**src/wwd_pkg.sv**
```systemverilog
// Shared constants, types and helpers for the windowed watchdog.
// Assumes a 100 MHz system clock and a 1.024 kHz watchdog tick made from it.
package wwd_pkg;

	// Clock rates; the watchdog tick is an enable pulse on clk
	localparam int CLK_HZ   = 100_000_000;
	localparam int OSC_HZ   = 1024;
	localparam int TICK_DIV = CLK_HZ / OSC_HZ;

	// Register bus geometry: 32-bit words, index times four is the byte address
	localparam int          ADDR_W      = 4;
	localparam logic [1:0]  IDX_CONTROL = 2'h0;
	localparam logic [1:0]  IDX_STATUS  = 2'h1;
	localparam logic [1:0]  IDX_PROTECT = 2'h2;
	localparam logic [1:0]  IDX_COUNT   = 2'h3;

	// Field positions and reset values
	localparam int          STAT_LOCK_BIT = 7;
	localparam int          STAT_PEND_BIT = 0;
	localparam logic [7:0]  CONTROL_RST   = 8'h00;
	localparam logic [7:0]  STATUS_RST    = 8'h00;

	// Timeout codes 0x1..0xB; above 0xB is reserved
	localparam logic [3:0]  CODE_OFF = 4'h0;
	localparam logic [3:0]  CODE_MIN = 4'h1;
	localparam logic [3:0]  CODE_MAX = 4'hB;
	localparam logic [13:0] BASE_LEN = 14'h0008;

	// Crossing and protection counts
	localparam logic [1:0]  CFG_SYNC_TICKS = 2'h2;
	localparam logic [1:0]  WDR_SYNC_TICKS = 2'h3;
	localparam logic [2:0]  PROT_WINDOW    = 3'h4;

	// Control register layout
	typedef struct packed {
		logic [3:0] window;
		logic [3:0] period;
	} wwd_cfg_type;

	// Watchdog counter states, one-hot
	typedef enum logic [3:0] {
		ST_OFF    = 4'b0001,
		ST_OPEN   = 4'b0010,
		ST_CLOSED = 4'b0100,
		ST_FIRE   = 4'b1000
	} wwd_state_type;

	// Length in ticks for a code; reserved codes saturate at the longest
	function automatic logic [13:0] wwd_len(input logic [3:0] code);
		logic [3:0] c;
		c = (code > CODE_MAX) ? CODE_MAX : code;
		if (c < CODE_MIN) begin
			c = CODE_MIN;
		end
		return BASE_LEN << (c - CODE_MIN);
	endfunction

endpackage

```
**src/wwd_tick_div.sv**
```systemverilog
// Divider producing the watchdog oscillator tick as a one-cycle enable.
// Assumes one system clock; the tick stands in for the slow oscillator edge.
`timescale 1ns/1ps
`default_nettype none
module wwd_tick_div #(
	parameter int DIV = wwd_pkg::TICK_DIV
) (
	input  wire logic clk,
	input  wire logic rstn,
	input  wire logic run,
	output logic      tick
);

	logic [16:0] cnt_r;

	// Free count while the oscillator is active; held when it stops
	always_ff @(posedge clk or negedge rstn) begin
		if (!rstn) begin
			cnt_r <= 17'h00000;
			tick  <= 1'b0;
		end else if (run) begin
			if (cnt_r == 17'(DIV - 1)) begin
				cnt_r <= 17'h00000;
				tick  <= 1'b1;
			end else begin
				cnt_r <= cnt_r + 17'h00001;
				tick  <= 1'b0;
			end
		end else begin
			tick <= 1'b0;
		end
	end

endmodule
`default_nettype wire

```
**src/wwd_top.sv**
```systemverilog
// Windowed watchdog with Avalon-MM register slave and reset request output.
// Assumes the fuse value is stable at reset release and inputs are on clk.
// Sleep is not an input: only the oscillator run input and debug halt stop the count.
//
// Summary of operation
// Non-zero period field enables the watchdog
// Zero window field means Normal mode
// Normal mode timeout without clear requests reset
// Accepted clear restarts the timeout period
// Period codes 1..B select 8..8K ticks
// Window codes use the same encoding
// Clear during closed window requests reset
// Open window follows closed; missed clear resets
// First closed window starts after first clear
// Clear syncs two-three ticks; extras ignored
// Counter runs on 1.024 kHz oscillator tick
// Control write sets sync pending until crossed
// Software avoids control writes while pending
// Protected writes need key then quick write
// Unprotected writes to protected bits ignored
// Lock only sets; clears in debug; locks control
// Control resets from fuse; enabled fuse locks
// Keeps running in sleep while oscillator runs
// Debug halt stops counting and resets counter
// Resume in Window mode runs Normal period first
// Reset request held until system reset
`timescale 1ns/1ps
`default_nettype none
module wwd_top #(
	parameter int         TICK_DIV = wwd_pkg::TICK_DIV,
	parameter logic [7:0] IO_KEY   = 8'h5A
) (
	input  wire logic                       clk,
	input  wire logic                       rstn,
	input  wire logic [wwd_pkg::ADDR_W-1:0] avs_address,
	input  wire logic                       avs_read,
	input  wire logic                       avs_write,
	input  wire logic [31:0]                avs_writedata,
	input  wire logic [3:0]                 avs_byteenable,
	output logic [31:0]                     avs_readdata,
	output logic                            avs_waitrequest,
	input  wire logic                       wdr_instr,
	input  wire logic                       debug_halt,
	input  wire logic                       debug_mode,
	input  wire logic                       osc_active,
	input  wire logic [7:0]                 fuse_cfg,
	output logic                            sys_reset_req,
	output logic                            wdog_enabled,
	output logic                            window_mode
);

	logic                   ack_r;
	logic                   boot_r;
	logic                   req;
	logic [1:0]             idx;
	logic                   wr_take;
	logic                   tick;
	logic                   wd_tick;
	wwd_pkg::wwd_cfg_type   ctrl_r;
	wwd_pkg::wwd_cfg_type   wd_cfg_r;
	wwd_pkg::wwd_cfg_type   fuse_view;
	wwd_pkg::wwd_cfg_type   new_cfg;
	logic                   lock_r;
	logic [2:0]             prot_cnt_r;
	logic                   prot_open;
	logic [1:0]             cfg_stage_r;
	logic                   sync_pending;
	logic                   cfg_load;
	logic                   cfg_defer;
	logic                   ctrl_write_ok;
	logic [1:0]             wdr_stage_r;
	logic                   wdr_fire;
	logic                   halted_r;
	wwd_pkg::wwd_state_type state_r;
	logic [13:0]            cnt_r;
	logic [13:0]            open_len;
	logic [13:0]            closed_len;
	logic                   fire_r;

	// Write accepted at one register index this cycle
	function automatic logic wr_hit(input logic [1:0] sel);
		return wr_take && (idx == sel);
	endfunction

	// A non-zero code turns its feature on
	function automatic logic code_on(input logic [3:0] code);
		return code != wwd_pkg::CODE_OFF;
	endfunction

	assign fuse_view = wwd_pkg::wwd_cfg_type'(fuse_cfg);
	assign new_cfg   = wwd_pkg::wwd_cfg_type'(avs_writedata[7:0]);

	// Oscillator tick; free of the CPU clock state, so sleep does not stop it
	wwd_tick_div #(
		.DIV (TICK_DIV)
	) u_div (
		.clk  (clk),
		.rstn (rstn),
		.run  (osc_active), // see R11 //
		.tick (tick)
	);

	// Debug halt freezes the counter domain; the resume cycle is gated too,
	// since the state machine restarts then and would swallow a clear
	assign wd_tick = tick & ~debug_halt & ~halted_r;

	// Bus handshake: every access waits exactly one cycle
	assign req             = avs_read | avs_write;
	assign avs_waitrequest = req & ~ack_r;
	assign idx             = avs_address[3:2];
	assign wr_take         = avs_write & ack_r & avs_byteenable[0];

	always_ff @(posedge clk or negedge rstn) begin
		if (!rstn) begin
			ack_r <= 1'b0;
		end else begin
			ack_r <= req & ~ack_r;
		end
	end

	// Read data captured in the wait cycle so it stands at the accepting edge
	always_ff @(posedge clk or negedge rstn) begin
		if (!rstn) begin
			avs_readdata <= 32'h00000000;
		end else if (avs_read & ~ack_r) begin
			unique case (idx)
				wwd_pkg::IDX_CONTROL: begin
					avs_readdata <= {24'h000000, ctrl_r};
				end
				wwd_pkg::IDX_STATUS: begin
					avs_readdata <= {24'h000000, lock_r, 6'h00, sync_pending};
				end
				wwd_pkg::IDX_PROTECT: begin
					avs_readdata <= {31'h00000000, prot_open};
				end
				// One-hot state above the 14-bit count
				wwd_pkg::IDX_COUNT: begin
					avs_readdata <= {14'h0000, state_r, cnt_r};
				end
			endcase
		end
	end

	// Boot flag marks the first cycle after reset release
	always_ff @(posedge clk or negedge rstn) begin
		if (!rstn) begin
			boot_r <= 1'b0;
		end else begin
			boot_r <= 1'b1;
		end
	end

	// Key write opens a short window for protected writes
	// A wrong key at this index is ignored and leaves no trace
	always_ff @(posedge clk or negedge rstn) begin
		if (!rstn) begin
			prot_cnt_r <= 3'h0;
		end else if (wr_hit(wwd_pkg::IDX_PROTECT) && avs_writedata[7:0] == IO_KEY) begin
			prot_cnt_r <= wwd_pkg::PROT_WINDOW;
		end else if (prot_cnt_r != 3'h0) begin
			prot_cnt_r <= prot_cnt_r - 3'h1;
		end
	end

	assign prot_open = (prot_cnt_r != 3'h0);

	// Pending writes are dropped rather than queued, a missed write is safer
	assign ctrl_write_ok = wr_hit(wwd_pkg::IDX_CONTROL) && prot_open
		&& !lock_r
		&& !sync_pending;

	// Control register; fuse value caught on the first clocked cycle
	always_ff @(posedge clk or negedge rstn) begin
		if (!rstn) begin
			ctrl_r <= wwd_pkg::wwd_cfg_type'(wwd_pkg::CONTROL_RST);
		end else if (!boot_r) begin
			ctrl_r <= fuse_view;
		end else if (ctrl_write_ok) begin
			ctrl_r <= new_cfg;
		end
	end

	// Lock bit: protected, set-only outside debug
	// Writing zero outside debug leaves the lock set
	always_ff @(posedge clk or negedge rstn) begin
		if (!rstn) begin
			lock_r <= wwd_pkg::STATUS_RST[wwd_pkg::STAT_LOCK_BIT];
		end else if (!boot_r) begin
			lock_r <= code_on(fuse_view.period);
		end else if (wr_hit(wwd_pkg::IDX_STATUS) && prot_open) begin
			if (avs_writedata[wwd_pkg::STAT_LOCK_BIT]) begin
				lock_r <= 1'b1;
			end else if (debug_mode) begin
				lock_r <= 1'b0;
			end
		end
	end

	// Control crossing: copy at first tick, report done at the second
	// Writes are refused while pending, so a reload never meets the count-down
	always_ff @(posedge clk or negedge rstn) begin
		if (!rstn) begin
			cfg_stage_r <= 2'h0;
		end else if (ctrl_write_ok) begin
			cfg_stage_r <= wwd_pkg::CFG_SYNC_TICKS;
		end else if (tick && cfg_stage_r != 2'h0 && !cfg_defer) begin
			cfg_stage_r <= cfg_stage_r - 2'h1;
		end
	end

	// A clear taking effect on the copy tick goes first; the copy waits a tick
	assign cfg_defer    = wdr_fire && (cfg_stage_r == wwd_pkg::CFG_SYNC_TICKS);
	assign sync_pending = (cfg_stage_r != 2'h0);
	assign cfg_load     = tick && (cfg_stage_r == wwd_pkg::CFG_SYNC_TICKS) && !cfg_defer;

	// Counter-side copy of the configuration
	always_ff @(posedge clk or negedge rstn) begin
		if (!rstn) begin
			wd_cfg_r <= wwd_pkg::wwd_cfg_type'(wwd_pkg::CONTROL_RST);
		end else if (!boot_r) begin
			wd_cfg_r <= fuse_view;
		end else if (cfg_load) begin
			wd_cfg_r <= ctrl_r;
		end
	end

	// Clear crossing; a clear arriving mid-sync is dropped
	// Its count-down uses gated ticks, so a pending clear waits out a halt
	always_ff @(posedge clk or negedge rstn) begin
		if (!rstn) begin
			wdr_stage_r <= 2'h0;
		end else if (wdr_instr && wdr_stage_r == 2'h0) begin
			wdr_stage_r <= wwd_pkg::WDR_SYNC_TICKS;
		end else if (wd_tick && wdr_stage_r != 2'h0) begin
			wdr_stage_r <= wdr_stage_r - 2'h1;
		end
	end

	// Takes effect on the third tick, two to three oscillator periods later
	assign wdr_fire = wd_tick && (wdr_stage_r == 2'h1);

	// Lengths of the open and closed windows in ticks
	// Reserved codes run as the longest length rather than stopping
	assign open_len   = wwd_pkg::wwd_len(wd_cfg_r.period);
	assign closed_len = wwd_pkg::wwd_len(wd_cfg_r.window);

	// Remember a debug halt so resume can restart cleanly
	always_ff @(posedge clk or negedge rstn) begin
		if (!rstn) begin
			halted_r <= 1'b0;
		end else begin
			halted_r <= debug_halt;
		end
	end

	// Watchdog counter state machine, advanced on oscillator ticks
	always_ff @(posedge clk or negedge rstn) begin
		if (!rstn) begin
			state_r <= wwd_pkg::ST_OFF;
			cnt_r   <= 14'h0000;
		end else if (!boot_r) begin
			cnt_r <= 14'h0000;
			if (code_on(fuse_view.period)) begin
				state_r <= wwd_pkg::ST_OPEN;
			end else begin
				state_r <= wwd_pkg::ST_OFF;
			end
		end else if (state_r == wwd_pkg::ST_FIRE) begin
			state_r <= wwd_pkg::ST_FIRE;
		end else if (debug_halt || halted_r) begin
			// Halted or just resumed: counter cleared, open period first
			cnt_r <= 14'h0000;
			if (code_on(wd_cfg_r.period)) begin
				state_r <= wwd_pkg::ST_OPEN; // see R20 //
			end else begin
				state_r <= wwd_pkg::ST_OFF;
			end
		end else if (cfg_load) begin
			// Turning on, or entering window mode, starts fresh in the open period;
			// a change of lengths alone keeps the running count
			if (ctrl_r.period == wwd_pkg::CODE_OFF) begin
				state_r <= wwd_pkg::ST_OFF;
				cnt_r   <= 14'h0000;
			end else if (state_r == wwd_pkg::ST_OFF
				|| (wd_cfg_r.window == wwd_pkg::CODE_OFF
				&& ctrl_r.window != wwd_pkg::CODE_OFF)) begin
				state_r <= wwd_pkg::ST_OPEN;
				cnt_r   <= 14'h0000;
			end
		end else if (wd_tick) begin
			unique case (state_r)
				wwd_pkg::ST_OFF: begin
					cnt_r <= 14'h0000;
				end
				wwd_pkg::ST_OPEN: begin
					if (wdr_fire) begin
						cnt_r <= 14'h0000;
						if (wd_cfg_r.window != wwd_pkg::CODE_OFF) begin
							state_r <= wwd_pkg::ST_CLOSED; // see R2 //
						end
					end else if (cnt_r == open_len - 14'h0001) begin
						state_r <= wwd_pkg::ST_FIRE; // see R3 //
					end else begin
						cnt_r <= cnt_r + 14'h0001;
					end
				end
				wwd_pkg::ST_CLOSED: begin
					if (wdr_fire) begin
						state_r <= wwd_pkg::ST_FIRE;
					end else if (cnt_r == closed_len - 14'h0001) begin
						state_r <= wwd_pkg::ST_OPEN;
						cnt_r   <= 14'h0000;
					end else begin
						cnt_r <= cnt_r + 14'h0001;
					end
				end
				wwd_pkg::ST_FIRE: begin
					state_r <= wwd_pkg::ST_FIRE;
				end
			endcase
		end
	end

	// Reset request latched until rstn drops
	// Registered so the reset controller sees a clean level
	always_ff @(posedge clk or negedge rstn) begin
		if (!rstn) begin
			fire_r <= 1'b0;
		end else if (state_r == wwd_pkg::ST_FIRE) begin
			fire_r <= 1'b1;
		end
	end

	// Status outputs from the counter-side settings
	always_ff @(posedge clk or negedge rstn) begin
		if (!rstn) begin
			wdog_enabled <= 1'b0;
			window_mode  <= 1'b0;
		end else begin
			wdog_enabled <= code_on(wd_cfg_r.period);
			window_mode  <= code_on(wd_cfg_r.window);
		end
	end

	assign sys_reset_req = fire_r;

endmodule
`default_nettype wire

```
**config.mk**
```make
export PLATFORM = sky130hd
export DESIGN_NAME = wwd_top
export DESIGN_NICKNAME = d
export VERILOG_FILES = /design/src/wwd_pkg.sv /design/src/wwd_tick_div.sv /design/src/wwd_top.sv
export SDC_FILE = /design/constraint.sdc
export NUM_CORES = 1
export LEC_CHECK = 0
export ABC_AREA = 1
export ABC_CLOCK_PERIOD_IN_PS = 2600
export BUFFER_PORTS_ARGS = -buffer_cell sky130_fd_sc_hd__buf_2
export CAP_MARGIN = 20
export CORE_ASPECT_RATIO = 1.75
export CORE_MARGIN = 3
export CORE_UTILIZATION = 56
export DETAILED_ROUTE_END_ITERATION = 10
export PLACE_DENSITY = 0.8
export RECOVER_POWER = 25
export SLEW_MARGIN = 20
export SYNTH_ARGS = -nofsm -noshare
export SYNTH_HDL_FRONTEND = slang
export SYNTH_SLANG_ARGS = --single-unit
```
**constraint.sdc**
```tcl
create_clock -name clk -period 2.6 [get_ports clk]
set_input_delay 0.13 -clock clk [delete_from_list [all_inputs] [get_ports clk]]
set_output_delay 0.13 -clock clk [all_outputs]
set_load 0.01 [all_outputs]
```
==> results by group <==
Outcome
  • Status: finished, final reports clean

Cells and area
  • P&R area growth vs syn: 13.4%
  • Layout cells sized above 1: 0.144
  • FILL cells: 855
  • Inserted Diodes: 0
  • # nets final: 868

CTS
  • CTS tree: built
  • Clock latency on the worst-skew pair: 340 ps
  • Number of H-tree levels: 3
  • # clock sinks: 84
  • CTS root buf: clkbuf_16
  • Maximum clock path buffer count: 2
  • Clock transition at the registers of the reported paths: 60 ps
  • CTS Buf Count: 9

Timing
  • Final setup viols: 0
  • Final worst-path setup slack: 185 ps
  • Final hold violations: 0
  • Fmax: 414 MHz
  • Clock Skew: 3.90 ps
  • Hold slack: 42.5 ps
  • Final slew viol count: 0
  • Final worst path period share: 0.929
  • Slew margin rel.: 0.468
  • Worst-Margin Slew: 797 ps
  • Post-layout minimum cycle time: 2410 ps
  • RSZ-0062 raised after global routing: no
  • Sum Neg Setup Slack: 0 ps

Drt
  • Via/cell ratio: 5.56
  • Drt wl/cell: 16.5 µm
  • First-pass iteration count of the detailed router: 6
  • WL final: 15300 µm
  • Residual DRC: 0
  • Via count: 5134
  • Final ANT Viol Nets: 0
  • Initial DRC Count: 324

Floorplan
  • Initial core utilization: 0.587
  • Die area: 10900 µm²
  • Die W: 80.3 µm
  • DIE HEIGHT: 136 µm
  • FP Rows: 46
  • Placeable Area: 9210 µm²
  • Ports: 92

GRT
  • Largest net degree at the start of global routing: 85
  • Number of global-route vias before repair: 4990
  • GRT Resource Usage Total: 0.290
  • First-pass GRT wire length: 24000 µm
  • Grt total ovfl: 0
  • Initial antenna violation count: 0

Placed design
  • Post-DP HPWL: 11800 µm
  • Routability cong.: 0.979
  • Buffers on Ports: 48
  • Place WS: 154 ps

Worst setup path
  • Max incr delay on CP: 460 ps
  • Critical path launch point type: register
  • Buf/Inv on CP: 1
  • CP max-delay cell: dfrtp_1
  • CP cell instances: nor2_4 -> nand3_1 -> ha_1 -> xor2_1 -> nand3_1 -> nor2_1 -> nand2_1 -> nor2_4 -> nand3_4 -> buf_4 -> nand4_1 -> nand2_1 -> nor2_1
  • Worst R2R Setup Slack: 190 ps
  • Critical Path AT: 2690 ps
  • Max FO, Critical Path: 18
  • Largest delay contributor family on the critical path: simple AND/OR/NAND/NOR gates
  • CP required: 2870 ps
  • CP Capture Type: register
  • WS Path Type: reg -> reg

Yosys
  • Yosys reg bits: 84
  • Synth cell types: 49
  • Commonest register cell after synthesis: dfrtp_1
  • Sequential area share after synthesis: 0.389
  • Cell Area, Synth: 5400 µm²
  • Number of enable flip-flop cells after synthesis: 0
  • Cells after Synth: 738
  • Asr flop ratio synth: 1.00
  • YS warnings: 0
  • Mean Syn Cell Area: 7.32 µm²

Power and ir drop
  • Leak: 2.95 nW
  • Pwr dens: 672 nW/µm²
  • Peak VDD IR: 0.515 mV

Worst hold path
  • HP Class: in -> reg

Flow run
  • Max_cap viols: 0
-- registers in the layout, summed over array words and instances, names as in the netlist, 2 cells and up --
name and cells:
cfg_stage_r 2, cnt_r 14, ctrl_r 8, wdr_stage_r 2
prot_cnt_r 3, avs_readdata 18, wd_cfg_r 8, u_div.cnt_r 17
state_r 4
-- layout by cell type (no fill, tap or decap), types with 6 or more instances in the layout --
master / Yosys / final
dfrtp_1: 83 / 82
nor2_4: 7 / 7
inv_2: 9 / 10
o211ai_1: 11 / 11
clkbuf_1: 4 / 21
clkbuf_16: 0 / 9
ha_1: 12 / 12
a21oi_1: 19 / 19
o221ai_1: 7 / 7
conb_1: 2 / 15
nor2_2: 9 / 9
nand3_1: 66 / 66
nor2_1: 79 / 79
nand2_2: 11 / 10
inv_1: 88 / 87
buf_2: 2 / 27
nand4_1: 23 / 23
nor3_1: 12 / 12
buf_4: 16 / 13
xor2_1: 6 / 6
nand2_1: 191 / 192
o21ai_0: 30 / 30
-- cells in the mapped netlist, drive strengths merged (3+ instances only) --
cell	n	share of area
clkbuf	4	0.0028
a31oi	3	0.0035
buf	22	0.031
nor3	16	0.020
o21ai	32	0.030
clkinv	3	0.0021
ha	12	0.028
or2	4	0.0046
inv	98	0.069
o221ai	7	0.011
nor2	97	0.087
xor2	6	0.0097
nand2	204	0.15
nand4	23	0.027
a21oi	21	0.022
nor4	6	0.0081
nand3	71	0.072
dfrtp	83	0.38
o211ai	11	0.015
-- cell families after synthesis --
family / after synthesis / synth area share
buf+inv: 127 / 0.104
simple gates: 423 / 0.371
flops: 84 / 0.389
other cells: 2 / 0.00139
fa+ha+maj: 12 / 0.0278
compound gates: 84 / 0.0968
xor+xnor: 6 / 0.00973
-- what timing repair did --
action	CTS	global route
gates resized for setup	0	3
setup endpoints to repair	0	12
hold buffers	1	1
setup buffers	0	1
endpoints found under the hold margin	1	83
-- power by group --
| part | leakage, nW | internal (W) | switching [W] |
|---|---|---|---|
| clock network | 0.173 | 0.00103 | 0.000517 |
| registers | 1.07 | 0.00148 | 0.000159 |
| logic | 1.71 | 0.000340 | 0.000595 |
| total | 2.95 | 0.00285 | 0.00127 |
-- layer usage --
layer	part of all wire	routed length, µm	track usage
met1	0.35	5320	0.294
met4	0.060	918	0.176
met2	0.55	8390	0.539
met5	0	0	0
met3	0.041	626	0.0451
-- metrics by stage --
stage	util	cell area [µm²]	total power [W]	instances
3_3_place_gp	0.625	5750	0.00252	905
3_5_place_dp	0.625	5750	0.00258	905
2_1_floorplan	-	5450	0.00229	751
5_1_grt	0.665	6130	0.00432	924
4_1_cts	0.664	6120	0.00412	921
6_report	0.665	6130	0.00412	924
-- path summary, 6_finish.rpt --
check	startpoint	endpoint	cells past startpoint
min in group asynchronous	rstn	wd_cfg_r[0]	2
setup reg to reg	wd_cfg_r[2]	cnt_r[4]	13
max in group asynchronous	rstn	wd_cfg_r[6]	2
setup / recovery	wd_cfg_r[2]	cnt_r[4]	13
hold / removal	fuse_cfg[5]	wd_cfg_r[5]	3
hold reg to reg	sys_reset_req	sys_reset_req	1
-- tightest hold or removal path: stages --
cell and delay [ps]:
buf_2 80, nand2_1 60, o221ai_1 70
-- area by class of cell --
cell class,instances,area [µm²],share of cell area
sequential,84,2100,0.343
clock buffer,10,229,0.0374
multi-input combinational,541,2800,0.457
inverter,101,382,0.0623
tap,120,150,0.0245
timing repair buffer,63,339,0.0553
clock inverter,5,125,0.0204
Power figures use the tool's default switching activity.
